$ cat config.mk
export PLATFORM = sky130hd
export DESIGN_NAME = sprx_top
export DESIGN_NICKNAME = d
export VERILOG_FILES = /design/src/hdl/sprx_subframe.v /design/src/hdl/sprx_top.v /design/src/hdl/sprx_trunc.v
export VERILOG_INCLUDE_DIRS = /design/src /design/src/hdl
export SDC_FILE = /design/constraint.sdc
export NUM_CORES = 1
export LEC_CHECK = 0
export BUFFER_PORTS_ARGS = -buffer_cell sky130_fd_sc_hd__buf_2
export CORE_MARGIN = 1
export CORE_UTILIZATION = 50
export CTS_BUF_LIST = sky130_fd_sc_hd__clkbuf_8
export DETAILED_ROUTE_END_ITERATION = 10
export PLACE_DENSITY_LB_ADDON = 0.05
export SKIP_CTS_REPAIR_TIMING = 1
export SLEW_MARGIN = 40
export SYNTH_ARGS = -nofsm -noshare
export SYNTH_HDL_FRONTEND = slang
export SYNTH_SLANG_ARGS = --single-unit
$ cat constraint.sdc
create_clock -name ref_clk -period 2.2 [get_ports ref_clk]
set_clock_uncertainty 0.15 [all_clocks]
set_input_delay 0.22 -clock ref_clk [delete_from_list [all_inputs] [get_ports ref_clk]]
set_output_delay 0.22 -clock ref_clk [all_outputs]
set_load 0.03 [all_outputs]
$ cat src/hdl/sprx_defines.vh
// Register offsets, field positions, reset values and codes for the receive front end.
`ifndef SPRX_DEFINES_VH
`define SPRX_DEFINES_VH
`define SPRX_ADDR_MODE        7'h24
`define SPRX_ADDR_GPA         7'h27
`define SPRX_ADDR_GPB         7'h28
`define SPRX_ADDR_PWR         7'h33
`define SPRX_ADDR_CS1         7'h2C
`define SPRX_ADDR_CS2         7'h2D
`define SPRX_ADDR_CS3         7'h2E
`define SPRX_ADDR_CS4         7'h2F
`define SPRX_ADDR_CS5         7'h30
`define SPRX_ADDR_FLAG        7'h31
`define SPRX_RST_MODE         8'h01
`define SPRX_RST_GPA          8'h32
`define SPRX_RST_GPB          8'h04
`define SPRX_RST_PWR          8'h20
`define SPRX_BIT_INTYPE       0
`define SPRX_BIT_MUX_LO       1
`define SPRX_BIT_MUX_HI       2
`define SPRX_BIT_MASK         6
`define SPRX_BIT_PD           5
`define SPRX_FN_CMOS          4'hE
`define SPRX_FN_COMP          4'hF
`define SPRX_FN_USER          4'h8
`define SPRX_FN_UPD           4'h9
`define SPRX_CS_BITS          8'h28
`define SPRX_BLOCK_FRAMES     8'hBF
`endif

$ cat src/hdl/sprx_subframe.v
// Subframe slot parser: splits a 32-slot subframe into sample and flag bits.
`timescale 1ns/1ps
`default_nettype none
module sprx_subframe (
    input  wire        ref_clk,
    input  wire        sys_rst,
    input  wire        enable,
    input  wire        bit_valid,
    input  wire        bit_data,
    input  wire        block_start,
    output reg  [23:0] sample_reg,
    output reg  [3:0]  vucp_reg,
    output reg         done_reg,
    output reg         first_reg
);
    reg [4:0]  slot_reg;
    reg [27:0] shift_reg;
    reg        blk_reg;
    // Slots 0..3 are preamble, 4..27 sample LSB first, 28..31 V U C P.
    always @(posedge ref_clk) begin
        if (sys_rst || !enable) begin
            slot_reg   <= 5'h00;
            shift_reg  <= 28'h0000000;
            sample_reg <= 24'h000000;
            vucp_reg   <= 4'h0;
            done_reg   <= 1'b0;
            first_reg  <= 1'b0;
            blk_reg    <= 1'b0;
        end else begin
            done_reg <= 1'b0;
            if (bit_valid) begin
                slot_reg  <= slot_reg + 5'h01;
                shift_reg <= {bit_data, shift_reg[27:1]};
                if (slot_reg == 5'h00)
                    blk_reg <= block_start;
                if (slot_reg == 5'h1F) begin
                    // Slot 31 is still on the wire, so slot n sits at index n-3.
                    sample_reg <= shift_reg[24:1];
                    vucp_reg   <= {shift_reg[25], shift_reg[26], shift_reg[27], bit_data};
                    first_reg  <= blk_reg;
                    done_reg   <= 1'b1;
                end
            end
        end
    end
endmodule
`default_nettype wire

$ cat src/hdl/sprx_top.v
// Receive front end: input select, sample recovery, truncation, routing and status capture.
// Operation
// - Primary input type bit: comparator or CMOS
// - Two-bit mux picks one of four inputs
// - Pin codes 1110/1111 make receive inputs
// - Power-down bit disables the receiver
// - Recover sample and V U C P bits
// - Route audio to DAC1, mute on non-audio
// - Deliver samples to audio interfaces and transmitter
// - User bits available on general-purpose pins
// - Capture 24 bits from slots 4-27
// - Mask bit zero truncates to signalled length
// - Shorter interface word drops excess LSBs
// - Longer interface word pads zero LSBs
// - Transmitter gets 24 bits unless truncated
// - Pre-emphasis plus DAC1 route enables de-emphasis
// - Channel 1 status into five read-only registers
// - Update flag set on new status, cleared on read
// - Update flag selectable on any output pin
// - Pre-emphasis taken from status bit 3
`timescale 1ns/1ps
`default_nettype none
`include "sprx_defines.vh"
// Slots arrive biphase-decoded, one per bit_valid pulse, on the
// input that the mux picks. A parser splits each subframe into a
// sample and its flags; this module fits the sample to each
// consumer and gathers channel 1 status.
// The far side is taken as synchronous to ref_clk, so no input
// is resampled here.

module sprx_top (
    input  wire        ref_clk,
    input  wire        sys_rst,
    input  wire        reg_wr,
    input  wire        reg_rd,
    input  wire [6:0]  reg_addr,
    input  wire [7:0]  reg_wdata,
    output reg  [7:0]  reg_rdata_reg,
    input  wire        rx_input_primary,
    input  wire        rx_input_second,
    input  wire        rx_input_third,
    input  wire        rx_input_fourth,
    input  wire        bit_valid,
    input  wire        bit_block_start,
    input  wire        bit_channel2,
    input  wire [1:0]  aif_word_len,
    input  wire        route_to_dac1,
    output wire        primary_comparator_en,
    output wire [2:0]  gp_pin_is_input,
    output wire [2:0]  gp_pin_comparator,
    output wire [2:0]  gp_pin_out,
    output wire [1:0]  rx_input_mux_sel,
    output wire        rx_selected_data,
    output wire        rx_enable,
    output reg  [23:0] dac1_sample_reg,
    output reg         dac1_mute_reg,
    output reg         dac1_preemphasis_flag_en_reg,
    output reg  [23:0] aif_sample_reg,
    output reg  [23:0] tx_sample_reg,
    output reg  [3:0]  vucp_out_reg,
    output reg         sample_strobe_reg,
    output reg         sample_channel2_reg,
    output wire        status_update_flag
);
    // Software-visible control registers.
    reg  [7:0]  mode_reg;
    reg  [7:0]  gpa_reg;
    reg  [7:0]  gpb_reg;
    reg  [7:0]  pwr_reg;

    // Status gathering and flag state.
    reg  [39:0] cs_shift_reg;
    reg  [39:0] cs_hold_reg;
    reg  [7:0]  cs_count_reg;
    reg         cs_live_reg;
    reg         upd_reg;
    reg         user_bit_reg;

    // Combinational helpers.
    reg         sel_data;
    reg  [4:0]  sig_len;
    reg  [23:0] aif_next;

    // Parser and length-cut results.
    wire [23:0] sf_sample;
    wire [3:0]  sf_vucp;
    wire        sf_done;
    wire        sf_first;
    wire [23:0] trunc_sample;
    wire [23:0] fwd_sample;

    // Decoded control and status fields.
    wire [11:0] pin_fn;
    wire        length_trunc_mask;
    wire        max_length_flag;
    wire [2:0]  rx_length_code;
    wire        preemphasis_flag;
    wire        nonaudio_flag;
    wire        rd_hit;

    // Register decode and software writes; status registers are not writable.
    // Other addresses leave every control register as it was.
    always @(posedge ref_clk) begin
        if (sys_rst) begin
            mode_reg <= `SPRX_RST_MODE;
            gpa_reg  <= `SPRX_RST_GPA;
            gpb_reg  <= `SPRX_RST_GPB;
            pwr_reg  <= `SPRX_RST_PWR;
        end else if (reg_wr) begin
            case (reg_addr)
                `SPRX_ADDR_MODE: mode_reg <= reg_wdata;
                `SPRX_ADDR_GPA:  gpa_reg  <= reg_wdata;
                `SPRX_ADDR_GPB:  gpb_reg  <= reg_wdata;
                `SPRX_ADDR_PWR:  pwr_reg  <= reg_wdata;
                default:         mode_reg <= mode_reg;
            endcase
        end
    end

    // Input type of the primary pin.
    // The pad circuit sits outside; only its select leaves here.
    // primary input type
    assign primary_comparator_en = mode_reg[`SPRX_BIT_INTYPE];
    assign rx_input_mux_sel      = mode_reg[`SPRX_BIT_MUX_HI:`SPRX_BIT_MUX_LO];
    assign length_trunc_mask     = mode_reg[`SPRX_BIT_MASK];
    assign pin_fn                = {gpb_reg[3:0], gpa_reg[7:4], gpa_reg[3:0]};

    // Per-pin function decode: input codes turn the pin into a receiver input.
    // Pin a is the low nibble of the first config register, pin b
    // its high nibble, pin c the low nibble of the second one.
    genvar gi;
    generate
        for (gi = 0; gi < 3; gi = gi + 1) begin : g_pin
            // Each pin decodes its own nibble.
            wire [3:0] fn;
            assign fn = pin_fn[gi*4+3:gi*4];
            assign gp_pin_is_input[gi]   = (fn == `SPRX_FN_CMOS) || (fn == `SPRX_FN_COMP);
            assign gp_pin_comparator[gi] = (fn == `SPRX_FN_COMP);
            // Output codes choose what a non-input pin shows.
            // user data out
            assign gp_pin_out[gi] = (fn == `SPRX_FN_USER) ? user_bit_reg :
                                    (fn == `SPRX_FN_UPD)  ? upd_reg : 1'b0;
        end
    endgenerate

    // Input multiplexer; a pin not configured as input reads low so it cannot
    // feed its own output drive back into the decoder.
    // Software must set the pin code before pointing the mux at it.
    // input mux
    always @* begin
        case (rx_input_mux_sel)
            2'h0:    sel_data = rx_input_primary;
            2'h1:    sel_data = rx_input_second & gp_pin_is_input[0];
            2'h2:    sel_data = rx_input_third & gp_pin_is_input[1];
            2'h3:    sel_data = rx_input_fourth & gp_pin_is_input[2];
            default: sel_data = 1'b0;
        endcase
    end
    assign rx_selected_data = sel_data;

    // Power-down holds the whole decode path in reset.
    // Registers stay writable, so setup can precede power-up.
    // Status is cleared too; the flag waits for a read.
    // power-down gate
    assign rx_enable = ~pwr_reg[`SPRX_BIT_PD];

    // Subframe parsing of the recovered bit stream.
    // Sample and flags stand from one done pulse to the next.
    // Power-down restarts the slot count.
    // VUCP recovery
    sprx_subframe u_subframe (
        .ref_clk     (ref_clk),
        .sys_rst     (sys_rst),
        .enable      (rx_enable),
        .bit_valid   (bit_valid),
        .bit_data    (sel_data),
        .block_start (bit_block_start),
        .sample_reg  (sf_sample),
        .vucp_reg    (sf_vucp),
        .done_reg    (sf_done),
        .first_reg   (sf_first)
    );

    // Held status fields steer truncation and DAC behaviour.
    // Taken from the hold copy, so a half-gathered block never
    // changes behaviour in mid-stream.
    // pre-emphasis bit
    assign preemphasis_flag = cs_hold_reg[3];
    assign nonaudio_flag    = cs_hold_reg[1];
    assign max_length_flag  = cs_hold_reg[32];
    assign rx_length_code   = cs_hold_reg[35:33];

    // Signalled length; an unindicated or reserved code keeps all 24 bits.
    // Codes 0, 3 and 7 fall to the default branch.
    // Max flag set gives 20 to 24 bits, clear gives 16 to 20.
    // source declares length
    always @* begin
        case (rx_length_code)
            3'h1:    sig_len = max_length_flag ? 5'h14 : 5'h10;
            3'h2:    sig_len = max_length_flag ? 5'h16 : 5'h12;
            3'h4:    sig_len = max_length_flag ? 5'h17 : 5'h13;
            3'h5:    sig_len = max_length_flag ? 5'h18 : 5'h14;
            3'h6:    sig_len = max_length_flag ? 5'h15 : 5'h11;
            default: sig_len = 5'h18;
        endcase
    end

    // Length cut: the top sig_len bits stay, the rest read zero.
    // The helper is combinational and adds no latency.
    sprx_trunc u_trunc (
        .sample_in  (sf_sample),
        .keep_bits  (sig_len),
        .sample_out (trunc_sample)
    );

    // Mask set: all 24 received bits reach DAC1 and the transmitter; the interface word cut still applies.
    // truncation mask
    assign fwd_sample = length_trunc_mask ? sf_sample : trunc_sample;

    // Fit to interface word length: 0=16, 1=20, 2=24, 3=32 bits, MSB aligned.
    // This cut cannot be masked, unlike the length cut.
    // Code 3 passes all 24 bits; the serialiser pads the rest.
    // drop excess LSBs
    always @* begin
        case (aif_word_len)
            2'h0:    aif_next = {fwd_sample[23:8], 8'h00};
            2'h1:    aif_next = {fwd_sample[23:4], 4'h0};
            default: aif_next = fwd_sample;
        endcase
    end

    // Sample outputs update once per completed subframe.
    // Mute and de-emphasis follow the route every cycle, so a
    // route change needs no new subframe.
    always @(posedge ref_clk) begin
        if (sys_rst || !rx_enable) begin
            dac1_sample_reg     <= 24'h000000;
            dac1_mute_reg       <= 1'b1;
            dac1_preemphasis_flag_en_reg  <= 1'b0;
            aif_sample_reg      <= 24'h000000;
            tx_sample_reg       <= 24'h000000;
            vucp_out_reg        <= 4'h0;
            sample_strobe_reg   <= 1'b0;
            sample_channel2_reg <= 1'b0;
            user_bit_reg        <= 1'b0;
        end else begin
            sample_strobe_reg <= sf_done;
            dac1_mute_reg      <= ~route_to_dac1 | nonaudio_flag;
            dac1_preemphasis_flag_en_reg <= route_to_dac1 & preemphasis_flag;
            // Every consumer takes the same subframe on one edge.
            if (sf_done) begin
                dac1_sample_reg     <= fwd_sample;
                aif_sample_reg      <= aif_next;
                tx_sample_reg       <= fwd_sample;
                vucp_out_reg        <= sf_vucp;
                sample_channel2_reg <= bit_channel2;
                user_bit_reg        <= sf_vucp[2];
            end
        end
    end

    // Channel 1 status gathering; outside reset and power-down the hold copy changes only on a full block.
    // Bits past the 40 kept are counted, not stored. Only a block-start
    // subframe restarts the count, so lost sync stalls the hold copy.
    // channel 1 only
    always @(posedge ref_clk) begin
        if (sys_rst || !rx_enable) begin
            cs_shift_reg <= 40'h0000000000;
            cs_hold_reg  <= 40'h0000000000;
            cs_count_reg <= 8'h00;
            cs_live_reg  <= 1'b0;
        end else if (sf_done && !bit_channel2) begin
            // A block-start subframe restarts at bit 0.
            if (sf_first) begin
                cs_shift_reg <= {39'h0, sf_vucp[1]};
                cs_count_reg <= 8'h01;
                cs_live_reg  <= 1'b1;
            end else if (cs_live_reg) begin
                if (cs_count_reg < `SPRX_CS_BITS)
                    cs_shift_reg[cs_count_reg[5:0]] <= sf_vucp[1];
                // The 192nd channel 1 subframe closes the block.
                if (cs_count_reg == `SPRX_BLOCK_FRAMES) begin
                    cs_hold_reg <= cs_shift_reg;
                    cs_live_reg <= 1'b0;
                end
                cs_count_reg <= cs_count_reg + 8'h01;
            end
        end
    end

    // Update flag: set on a new block, cleared by reading it; set wins.
    // The set term mirrors the hold-copy update, so the flag rises
    // on the edge at which the new status becomes readable.
    // update flag
    assign rd_hit = reg_rd && (reg_addr == `SPRX_ADDR_FLAG);
    always @(posedge ref_clk) begin
        if (sys_rst) begin
            upd_reg <= 1'b0;
        end else if (rx_enable && sf_done && !bit_channel2 && cs_live_reg &&
                     !sf_first && (cs_count_reg == `SPRX_BLOCK_FRAMES)) begin
            upd_reg <= 1'b1;
        end else if (rd_hit) begin
            upd_reg <= 1'b0;
        end
    end
    // The flag also leaves on its own port.
    assign status_update_flag = upd_reg;

    // Read data, one cycle after the read strobe; unmapped reads return zero.
    // The flag reads as it stood before its clear.
    // Data stands until the next read strobe.
    always @(posedge ref_clk) begin
        if (sys_rst) begin
            reg_rdata_reg <= 8'h00;
        end else if (reg_rd) begin
            case (reg_addr)
                `SPRX_ADDR_MODE: reg_rdata_reg <= mode_reg;
                `SPRX_ADDR_GPA:  reg_rdata_reg <= gpa_reg;
                `SPRX_ADDR_GPB:  reg_rdata_reg <= gpb_reg;
                `SPRX_ADDR_PWR:  reg_rdata_reg <= pwr_reg;
                `SPRX_ADDR_CS1:  reg_rdata_reg <= cs_hold_reg[7:0];
                `SPRX_ADDR_CS2:  reg_rdata_reg <= cs_hold_reg[15:8];
                `SPRX_ADDR_CS3:  reg_rdata_reg <= cs_hold_reg[23:16];
                `SPRX_ADDR_CS4:  reg_rdata_reg <= cs_hold_reg[31:24];
                `SPRX_ADDR_CS5:  reg_rdata_reg <= cs_hold_reg[39:32];
                `SPRX_ADDR_FLAG: reg_rdata_reg <= {7'h00, upd_reg};
                default:         reg_rdata_reg <= 8'h00;
            endcase
        end
    end
endmodule
`default_nettype wire

$ cat src/hdl/sprx_trunc.v
// Sample length truncation helper.
`timescale 1ns/1ps
`default_nettype none
module sprx_trunc (
    input  wire [23:0] sample_in,
    input  wire [4:0]  keep_bits,
    output wire [23:0] sample_out
);
    wire [23:0] ones;
    // Keep the top keep_bits bits and zero the rest.
    assign ones = ~(24'hFFFFFF >> keep_bits);
    assign sample_out = sample_in & ones;
endmodule
`default_nettype wire

; ---- Word level (Yosys, flattened, before mapping)
; Cells that the tools add are included.
[classes]
add_sub_neg = 2
order_cmp = 3
eq_ne = 33
shifts = 1
n_mux = 30
bitwise_logic = 11
n_reduce_logical = 30
[op_table]
columns = cell, count
row1 = $mux W40, 3
row2 = $pmux W8 S10, 1
row3 = $eq A7 B6 Y1 const B, 10
row4 = $eq A4 B4 Y1 const B, 12
row5 = $bwmux W40, 1
row6 = $and A24 B24 Y24, 1
row7 = $mux W24, 1
row8 = $not A24 Y24, 1
row9 = $shr A24 B5 Y24 const A, 1
row10 = $pmux W4 S5, 1
row11 = $mux W8, 2
row12 = $pmux W8 S2, 1
row13 = $reduce_and A2 Y1, 7
row14 = $mux W1, 13
row15 = $mux W3, 4
row16 = $eq A3 B3 Y1 const B, 3
row17 = $add A8 B1 Y8 const B, 1
row18 = $eq A8 B8 Y1 const B, 1
row19 = $logic_and A1 B1 Y1, 8
row20 = $lt A8 B6 Y1 const B, 1
row21 = $lt A6 B7 Y1 const B, 1
row22 = $demux W1 S6, 1
row23 = $ge A6 B1 Y1 const B, 1
row24 = $reduce_bool A2 Y1, 3
row25 = 18 further kinds, 31
[totals]
reg_bits = 251
in_bits = 29
output_inout_bits = 103
wordCells = 135

; ---- Longest topological paths before layout
; Gate-level depths: netlist (run 1).
[depth]
ltp_word = 8
depth_mapped = 8
depth_no_buf = 6

; ---- By module
; From an unflattened synthesis (run 1), not the netlist that was laid out.
[unflattened]
cells_unflattened = 1248
hier_area_um2 = 10623.9
[modules_own_cells]
columns = module, instances, cells_each, area_per_inst_um2, seq_area_each_um2
row1 = sprx_top, 1, 949, 8034.0, 3403.3
row2 = sprx_subframe, 1, 247, 2279.7, 1261.2
row3 = sprx_trunc, 1, 52, 310.3, 0.0

; ---- Worst setup path before layout (run 1)
; No wires, ideal clock.
[synth_path]
path_type = reg2out
startpoint = register upd_reg, in the netlist status_update_flag
endpoint = output port gp_pin_out[0]
arrival_time_ns = 1.711
t_required_ns = 1.830
setup_slack_ns = 0.119
path_stages_with_launch = 3
path_buffers = 0
cell_sequence = dfxtp_1 mux2i_1 nor4b_1
[synth_via]
elab_chain_cells = 2
[synth_rtl]
columns = element, line_no
row1 = "start, declared", sprx_top.v:76  ; reg upd_reg;
row2 = "start signal, assigned", sprx_top.v:298  ; upd_reg <= 1'b0;
row3 = "start signal, assigned", sprx_top.v:301  ; upd_reg <= 1'b1;
row4 = "start signal, assigned", sprx_top.v:303  ; upd_reg <= 1'b0;
row5 = $mux W1, sprx_top.v:142  ; (fn == `SPRX_FN_UPD) ? upd_reg : 1'b0;
row6 = $mux W1, sprx_top.v:141  ; assign gp_pin_out[gi] = (fn == `SPRX_FN_USER) ? user_bit_reg :
row7 = "end, declared", sprx_top.v:51  ; output wire [2:0] gp_pin_out,
; No other way between the ends.

; ---- Final worst setup path (run 1)
[layout_path]
startpoint = register gpb_reg[1]
endpoint = output port rx_selected_data
[layout_via]
elab_chain_cells = 4
elab_cells_between_ends = 5
cone_classes = 2 x eq/ne / 1 x mux / 1 x bitwise / 1 x reduce/logical
[layout_rtl]
columns = element, line_no
row1 = "start, declared", sprx_top.v:68  ; reg [7:0] gpb_reg;
row2 = "start signal, assigned", sprx_top.v:107  ; gpb_reg <= `SPRX_RST_GPB;
row3 = "start signal, assigned", sprx_top.v:113  ; `SPRX_ADDR_GPB: gpb_reg <= reg_wdata;
row4 = $eq A4 B4 Y1 (no line), n/a
row5 = $logic_or A1 B1 Y1 (*), sprx_top.v:137  ; assign gp_pin_is_input[gi] = (fn == `SPRX_FN_CMOS) || (fn == `SPRX_FN_COMP);
row6 = $and A1 B1 Y1 (*), sprx_top.v:155  ; 2'h3: sel_data = rx_input_fourth & gp_pin_is_input[2];
row7 = $pmux W1 S4 (*), sprx_top.v:151  ; case (rx_input_mux_sel)
row8 = "end, declared", sprx_top.v:53  ; output wire rx_selected_data,
; Mark *: on every way between the ends. The rest lies on a longest branch, timed or not.

==> impl_metrics.csv, run 1 <==
group,metric,value,unit
timing,setup_tns,0,ps
layout,areaGrowthSynthToFinish,15.7,%
worst_setup_path,worst_setup_path_start_kind,"register",
yosys,synth_top_area_frac,0.455,
power_and_ir_drop,p_sw,0.00181,W
yosys,synthTopCellsByArea,"dfxtp_1 (45%), mux2i_1 (8.1%), nand2_1 (6.8%), a21oi_1 (6.8%), nor2_1 (4.1%)",
yosys,synth.largest_area_cell,"dfxtp_1",
drt,post_drt_wl_per_cell,16.3,um
clock_tree,cts.reportedPaths.clkPinSlew,60,ps
global_route,grt_pass1_vias,7898,
timing,max_slew.worst_pin.slew,514,ps
clock_tree,clkLatencyLatePin,530,ps
yosys,synth_edf_count,0,
clock_tree,cts_tree,"built",
floorplan,row_count,52,
global_route,gr-usage-all-layers,0.243,
layout,drive_gt1_frac,0.204,
yosys,yosysWarningCount,0,
yosys,synthFlopType,"dfxtp_1",
power_and_ir_drop,power.leakage,4.35,nW
drt,post-route-drc-count,0,
power_and_ir_drop,powerDensity,683,nW/um^2
worst_setup_path,cp_top_family,"flip-flops",
worst_setup_path,max_stage_delay,430,ps
yosys,async_reset_ff_frac,0,
floorplan,initial_utilization,0.508,
worst_setup_path,r2r_slack,300,ps
timing,fmax,0.481,GHz
worst_setup_path,worstPathRequired,1830,ps
min_path,hp-class,"primary input to register",
floorplan,fp.coreArea,20200,um^2
placement,dp_hpwl,18.0,mm
power_and_ir_drop,swShare,0.224,
floorplan,io_pins,132,
timing,layout_min_cycle_time,2080,ps
status,status,"finished, final reports clean",
worst_setup_path,cp_cell_sequence,"and3_1 -> nand3_1 -> a31oi_2 -> buf_2",
floorplan,die_w,145,um
worst_setup_path,criticalPathCategory,"register to output port",
clock_tree,cts_htree_levels,2,
placement,dpl.cell_count,1513,
drt,wl,26.0,mm
drt,via_per_inst,5.45,
drt,dr.pass1.iters,6,
yosys,synth_cell_type_count,71,
run,cap_viol_max_count,0,
timing,max_slew_margin,0.657,
floorplan,dieHeight,145,um
yosys,synth_seq_cells,233,
layout,final_cells,1594,
clock_tree,clkSinkCount,233,
worst_setup_path,path_buf_inv,1,
power_and_ir_drop,ir_drop,604,uV
layout,num_antenna_cells,0,
yosys,syn_nets,1232,
worst_setup_path,crit_fanout,4,
timing,final-setup-viol-count,0,
timing,hold_viol,0,
yosys,netlist_instances,1199,
placement,place_congestion,0.911,
power_and_ir_drop,pwr-share-comb,0.025,
yosys,ys_seq_area_frac,0.455,
clock_tree,clockRootBuffer,"clkbuf_8",
drt,num_vias,8683,
global_route,grt-ovfl-total,0,
timing,drv_slew,0,
yosys,netlist_area,10300,um^2
global_route,grt_max_degree,46,
drt,drt_iter0_drc,635,
worst_setup_path,end_kind,"output port",
yosys,syn_avg_cell_area,8.55,um^2
power_and_ir_drop,p_clk_frac,0.454,
placement,port_buffers,131,
worst_setup_path,crit_path_top_delay_cell,"dfxtp_1",
drt,ant_nets,0,
power_and_ir_drop,internal_power,0.00629,W
layout,nets,1335,
timing,fin_crit_sh,0.944,
global_route,antenna_found_initial,0,
layout,final_util,0.588,
floorplan,dieArea,21100,um^2
clock_tree,clockBufferDepth,3,
power_and_ir_drop,seqPwrFrac,0.521,
clock_tree,numCtsBuffers,40,
worst_setup_path,critPathArrivalTime,1710,ps
timing,rsz0062_at_grt,"false",
global_route,grt_pass1_wl,42.0,mm
-- kinds of logic after synthesis --
group / after synthesis / share of synthesized area
fa+ha+maj: 4 / 0.00488
buf+inv: 140 / 0.0743
flops: 233 / 0.455
simple gates: 423 / 0.194
xor+xnor: 5 / 0.00427
mux: 89 / 0.0876
compound gates: 305 / 0.180
-- cells in the mapped netlist, drive strengths merged (2+ instances only) --
master,n
a211o,6
nand3,23
or4,3
inv,8
nor3,14
o211ai,39
nand4,9
and3b,3
ha,4
or2,3
xor2,2
dfxtp,233
nand3b,4
o22ai,8
xnor2,3
nor2,112
a21oi,140
a22oi,20
mux2i,83
clkbuf,53
nor2b,14
nor3b,4
o21bai,3
a211oi,9
and2,10
o21ai,56
and2b,3
nand2b,15
a221oi,6
buf,79
and3,9
a22o,6
mux2,6
nand2,188
nor4b,5
o31a,3
-- final timing paths --
kind,startpoint,end,cells after the start
setup / recovery,gpb_reg[1],rx_selected_data,4
hold / removal,bit_channel2,cs_live_reg,5
setup reg to reg,cs_count_reg[1],status_update_flag,7
hold reg to reg,cs_shift_reg[39],cs_hold_reg[39],2
-- metal layers --
layer	wire length, um	vias to the layer above	track usage
met4	652	0	0.0853
met1	12300	4036	0.342
met5	0	-	0
met3	1390	48	0.0453
li1	-	4342	-
met2	11600	257	0.373
-- area by class of cell --
type / instances / area (um^2)
Tap cell: 270 / 338
Multi-Input combinational cell: 826 / 4840
Sequential cell: 233 / 4670
Inverter: 8 / 30.0
Timing Repair Buffer: 193 / 1240
Clock inverter: 19 / 123
Fill cell: 1887 / 8310
Clock buffer: 45 / 619
-- worst register-to-register path: stages, from the launching register on --
cell	delay [ps]
dfxtp_1	480
ha_1	230
nand2_1	70
nor2_1	180
nand4_1	120
buf_4	280
o21ai_0	210
nor2b_1	130
-- power groups by stage --
stage	sequential [W]	combinational, W	clock [W]
3_3_place_gp	0.00432	0.000176	0
5_1_grt	0.00422	0.000214	0.00397
4_1_cts	0.00422	0.000177	0.00379
6_report	0.00422	0.000201	0.00368
3_5_place_dp	0.00432	0.000176	0
2_1_floorplan	0.00432	0.000116	0
-- through the flow --
step / hold WS (ps) / worst slack [ps] / power (W) / instance area, um^2
after global placement: 292 / 299 / 0.00449 / 10900
after floorplan: 153 / 119 / 0.00443 / 10300
after detailed placement: 296 / 288 / 0.00449 / 10900
after CTS: -238 / 38.2 / 0.00819 / 11700
final: 53.1 / 123 / 0.00810 / 11900
after global routing: 66.3 / 13.6 / 0.00840 / 11900
-- cell usage in the layout, fill, tap and decap left out, types with 5 or more instances in the layout --
cell	instances
dfxtp_1	228
nand2_1	187
a21oi_1	139
buf_2	131
nor2_1	110
mux2i_1	83
o21ai_0	53
clkbuf_8	45
o211ai_1	39
buf_4	39
nand3_1	23
a22oi_1	20
inv_1	19
dlygate4sd3_1	17
nor2b_1	13
nor3_1	13
nand2b_1	13
and3_1	8
o22ai_1	8
and2_1	7
nand4_1	7
a211oi_1	7
mux2_2	6
a22o_1	6
a211o_1	6
buf_12	6
dfxtp_2	5
No activity file was read; power rests on OpenSTA's default activity.
==> inputs of run 2 (changes only) <==
Settings changed: CORE_MARGIN 1 to 2.
Clock period 2.2 ns to 2.7 ns, I/O delays scaled along.
==> run 2 against run 1 <==
  * Hold slack got worse by 85 ps
  * Non-clock buffer count is 28 lower
  * Wire length barely moved
  * The flow now finishes with violations (hold timing)
  * Highest routed layer unchanged
  * Critical endpoint unchanged
  * Largest cell class unchanged
==> impl_metrics.csv, run 2 (synthesis results as in run 1) <==
group,metric,value,unit
status,status,"complete, but fails checks",
status,violations,"hold timing",
worst_setup_path,worstPathRequired,2280,ps
global_route,grt_max_degree,55,
clock_tree,clockBufferDepth,3,
floorplan,fp.coreArea,20200,um^2
floorplan,io_pins,132,
timing,hold_viol,3,
timing,fin_crit_sh,0.861,
timing,final-setup-viol-count,0,
placement,dp_hpwl,17.7,mm
timing,rsz0062_at_grt,"false",
drt,post-route-drc-count,0,
timing,layout_min_cycle_time,2330,ps
layout,nets,1307,
floorplan,row_count,52,
placement,dpl.cell_count,1488,
global_route,grt_pass1_wl,41.8,mm
clock_tree,clockRootBuffer,"clkbuf_8",
worst_setup_path,critPathArrivalTime,1910,ps
layout,drive_gt1_frac,0.184,
power_and_ir_drop,powerDensity,563,nW/um^2
global_route,gr-usage-all-layers,0.236,
layout,multi_input_area,4840,um^2
layout,fillers,1943,
floorplan,dieArea,21700,um^2
floorplan,die_w,147,um
drt,wl,26.0,mm
drt,ant_nets,0,
timing,setup_tns,0,ps
global_route,grt-ovfl-total,0,
drt,post_drt_wl_per_cell,16.6,um
clock_tree,cts_htree_levels,2,
clock_tree,clkLatencyLatePin,540,ps
clock_tree,cts.reportedPaths.clkPinSlew,60,ps
global_route,grt_pass1_vias,7895,
timing,max_slew.worst_pin.slew,771,ps
clock_tree,numCtsBuffers,40,
floorplan,initial_utilization,0.508,
drt,dr.pass1.iters,5,
layout,layout_common_cells,"dfxtp_1 (232), nand2_1 (187), a21oi_1 (139)",
timing,drv_slew,0,
clock_tree,cts_tree,"built",
min_path,hp-class,"primary input to register",
worst_setup_path,end_kind,"output port",
power_and_ir_drop,ir_drop,449,uV
layout,final_cells,1567,
worst_setup_path,criticalPathCategory,"register to output port",
power_and_ir_drop,power.leakage,4.20,nW
layout,areaGrowthSynthToFinish,13.1,%
layout,seqCellArea,4670,um^2
worst_setup_path,crit_fanout,4,
drt,num_vias,8560,
floorplan,dieHeight,147,um
placement,port_buffers,131,
timing,fmax,0.430,GHz
global_route,antenna_found_initial,2,
timing,max_slew_margin,0.485,
placement,place_congestion,0.874,
layout,final_common_cell,"dfxtp_1",
timing,holdWs,-31.7,ps
worst_setup_path,worst_setup_path_start_kind,"register",
drt,drt_iter0_drc,514,
drt,via_per_inst,5.46,
run,cap_viol_max_count,0,
clock_tree,clkSinkCount,233,
## run 2: changes by cell type in the layout (fill, tap and decap cells not counted), moves of 2 or more
cell | before | now
buf_4 | 39 | 16
dfxtp_1 | 228 | 232
dfxtp_2 | 5 | 1
dlygate4sd3_1 | 17 | 14
buf_12 | 6 | 4
clkbuf_8 | 45 | 47
clkinv_2 | 4 | 2
clkinvlp_4 | 2 | 0
inv_1 | 19 | 21
## run 2: report_power, final
part | internal, W | switching [W] | total (W)
registers | 0.00344 | 0.00000163 | 0.00344
logic | 0.0000607 | 0.0000923 | 0.000153
clock network | 0.00157 | 0.00136 | 0.00293
## run 2: layer usage
metal  track usage  vias up  wire [um]
li1              -     4283          -
met1         0.334     3961      12300
met2         0.360      264      11500
met3        0.0450       52       1570
met4        0.0846        0        625
met5             0        -          0
## run 2: area by class of cell
cell class                      count  share of cell area
Tap cell                          270              0.0291
Clock inverter                     17             0.00723
Timing Repair Buffer              165              0.0858
Antenna cell                        1            0.000216
Clock buffer                       47              0.0558
Multi-Input combinational cell    826               0.417
Sequential cell                   233               0.402
Inverter                            8             0.00259
## run 2: critical path: stages, from the launching register on
cell and delay, ps:
dfxtp_1 470, and3_1 250, nand3_1 90, a31oi_1 190
buf_4 170, buf_2 200
## run 2: path summary, 6_finish.rpt
path / start / to / slack (ps) / cells after the start
min: aif_word_len[0] / aif_sample_reg[4] / -30 / 4
min reg2reg: cs_shift_reg[2] / cs_hold_reg[2] / 300 / 2
max: gpb_reg[2] / rx_selected_data / 370 / 5
max reg2reg: cs_count_reg[1] / status_update_flag / 590 / 7
## run 2: metrics by stage
step / total power (W) / area [um^2] / hold WS, ps / setup slack (ps) / util
after floorplan: 0.00361 / 10300 / 203 / 569 / -
after detailed placement: 0.00366 / 10700 / 294 / 516 / 0.532
after CTS: 0.00658 / 11500 / -239 / 361 / 0.568
final: 0.00653 / 11600 / -31.7 / 374 / 0.575
after global routing: 0.00675 / 11600 / 2.51 / 289 / 0.575
after global placement: 0.00366 / 10700 / 290 / 453 / 0.532
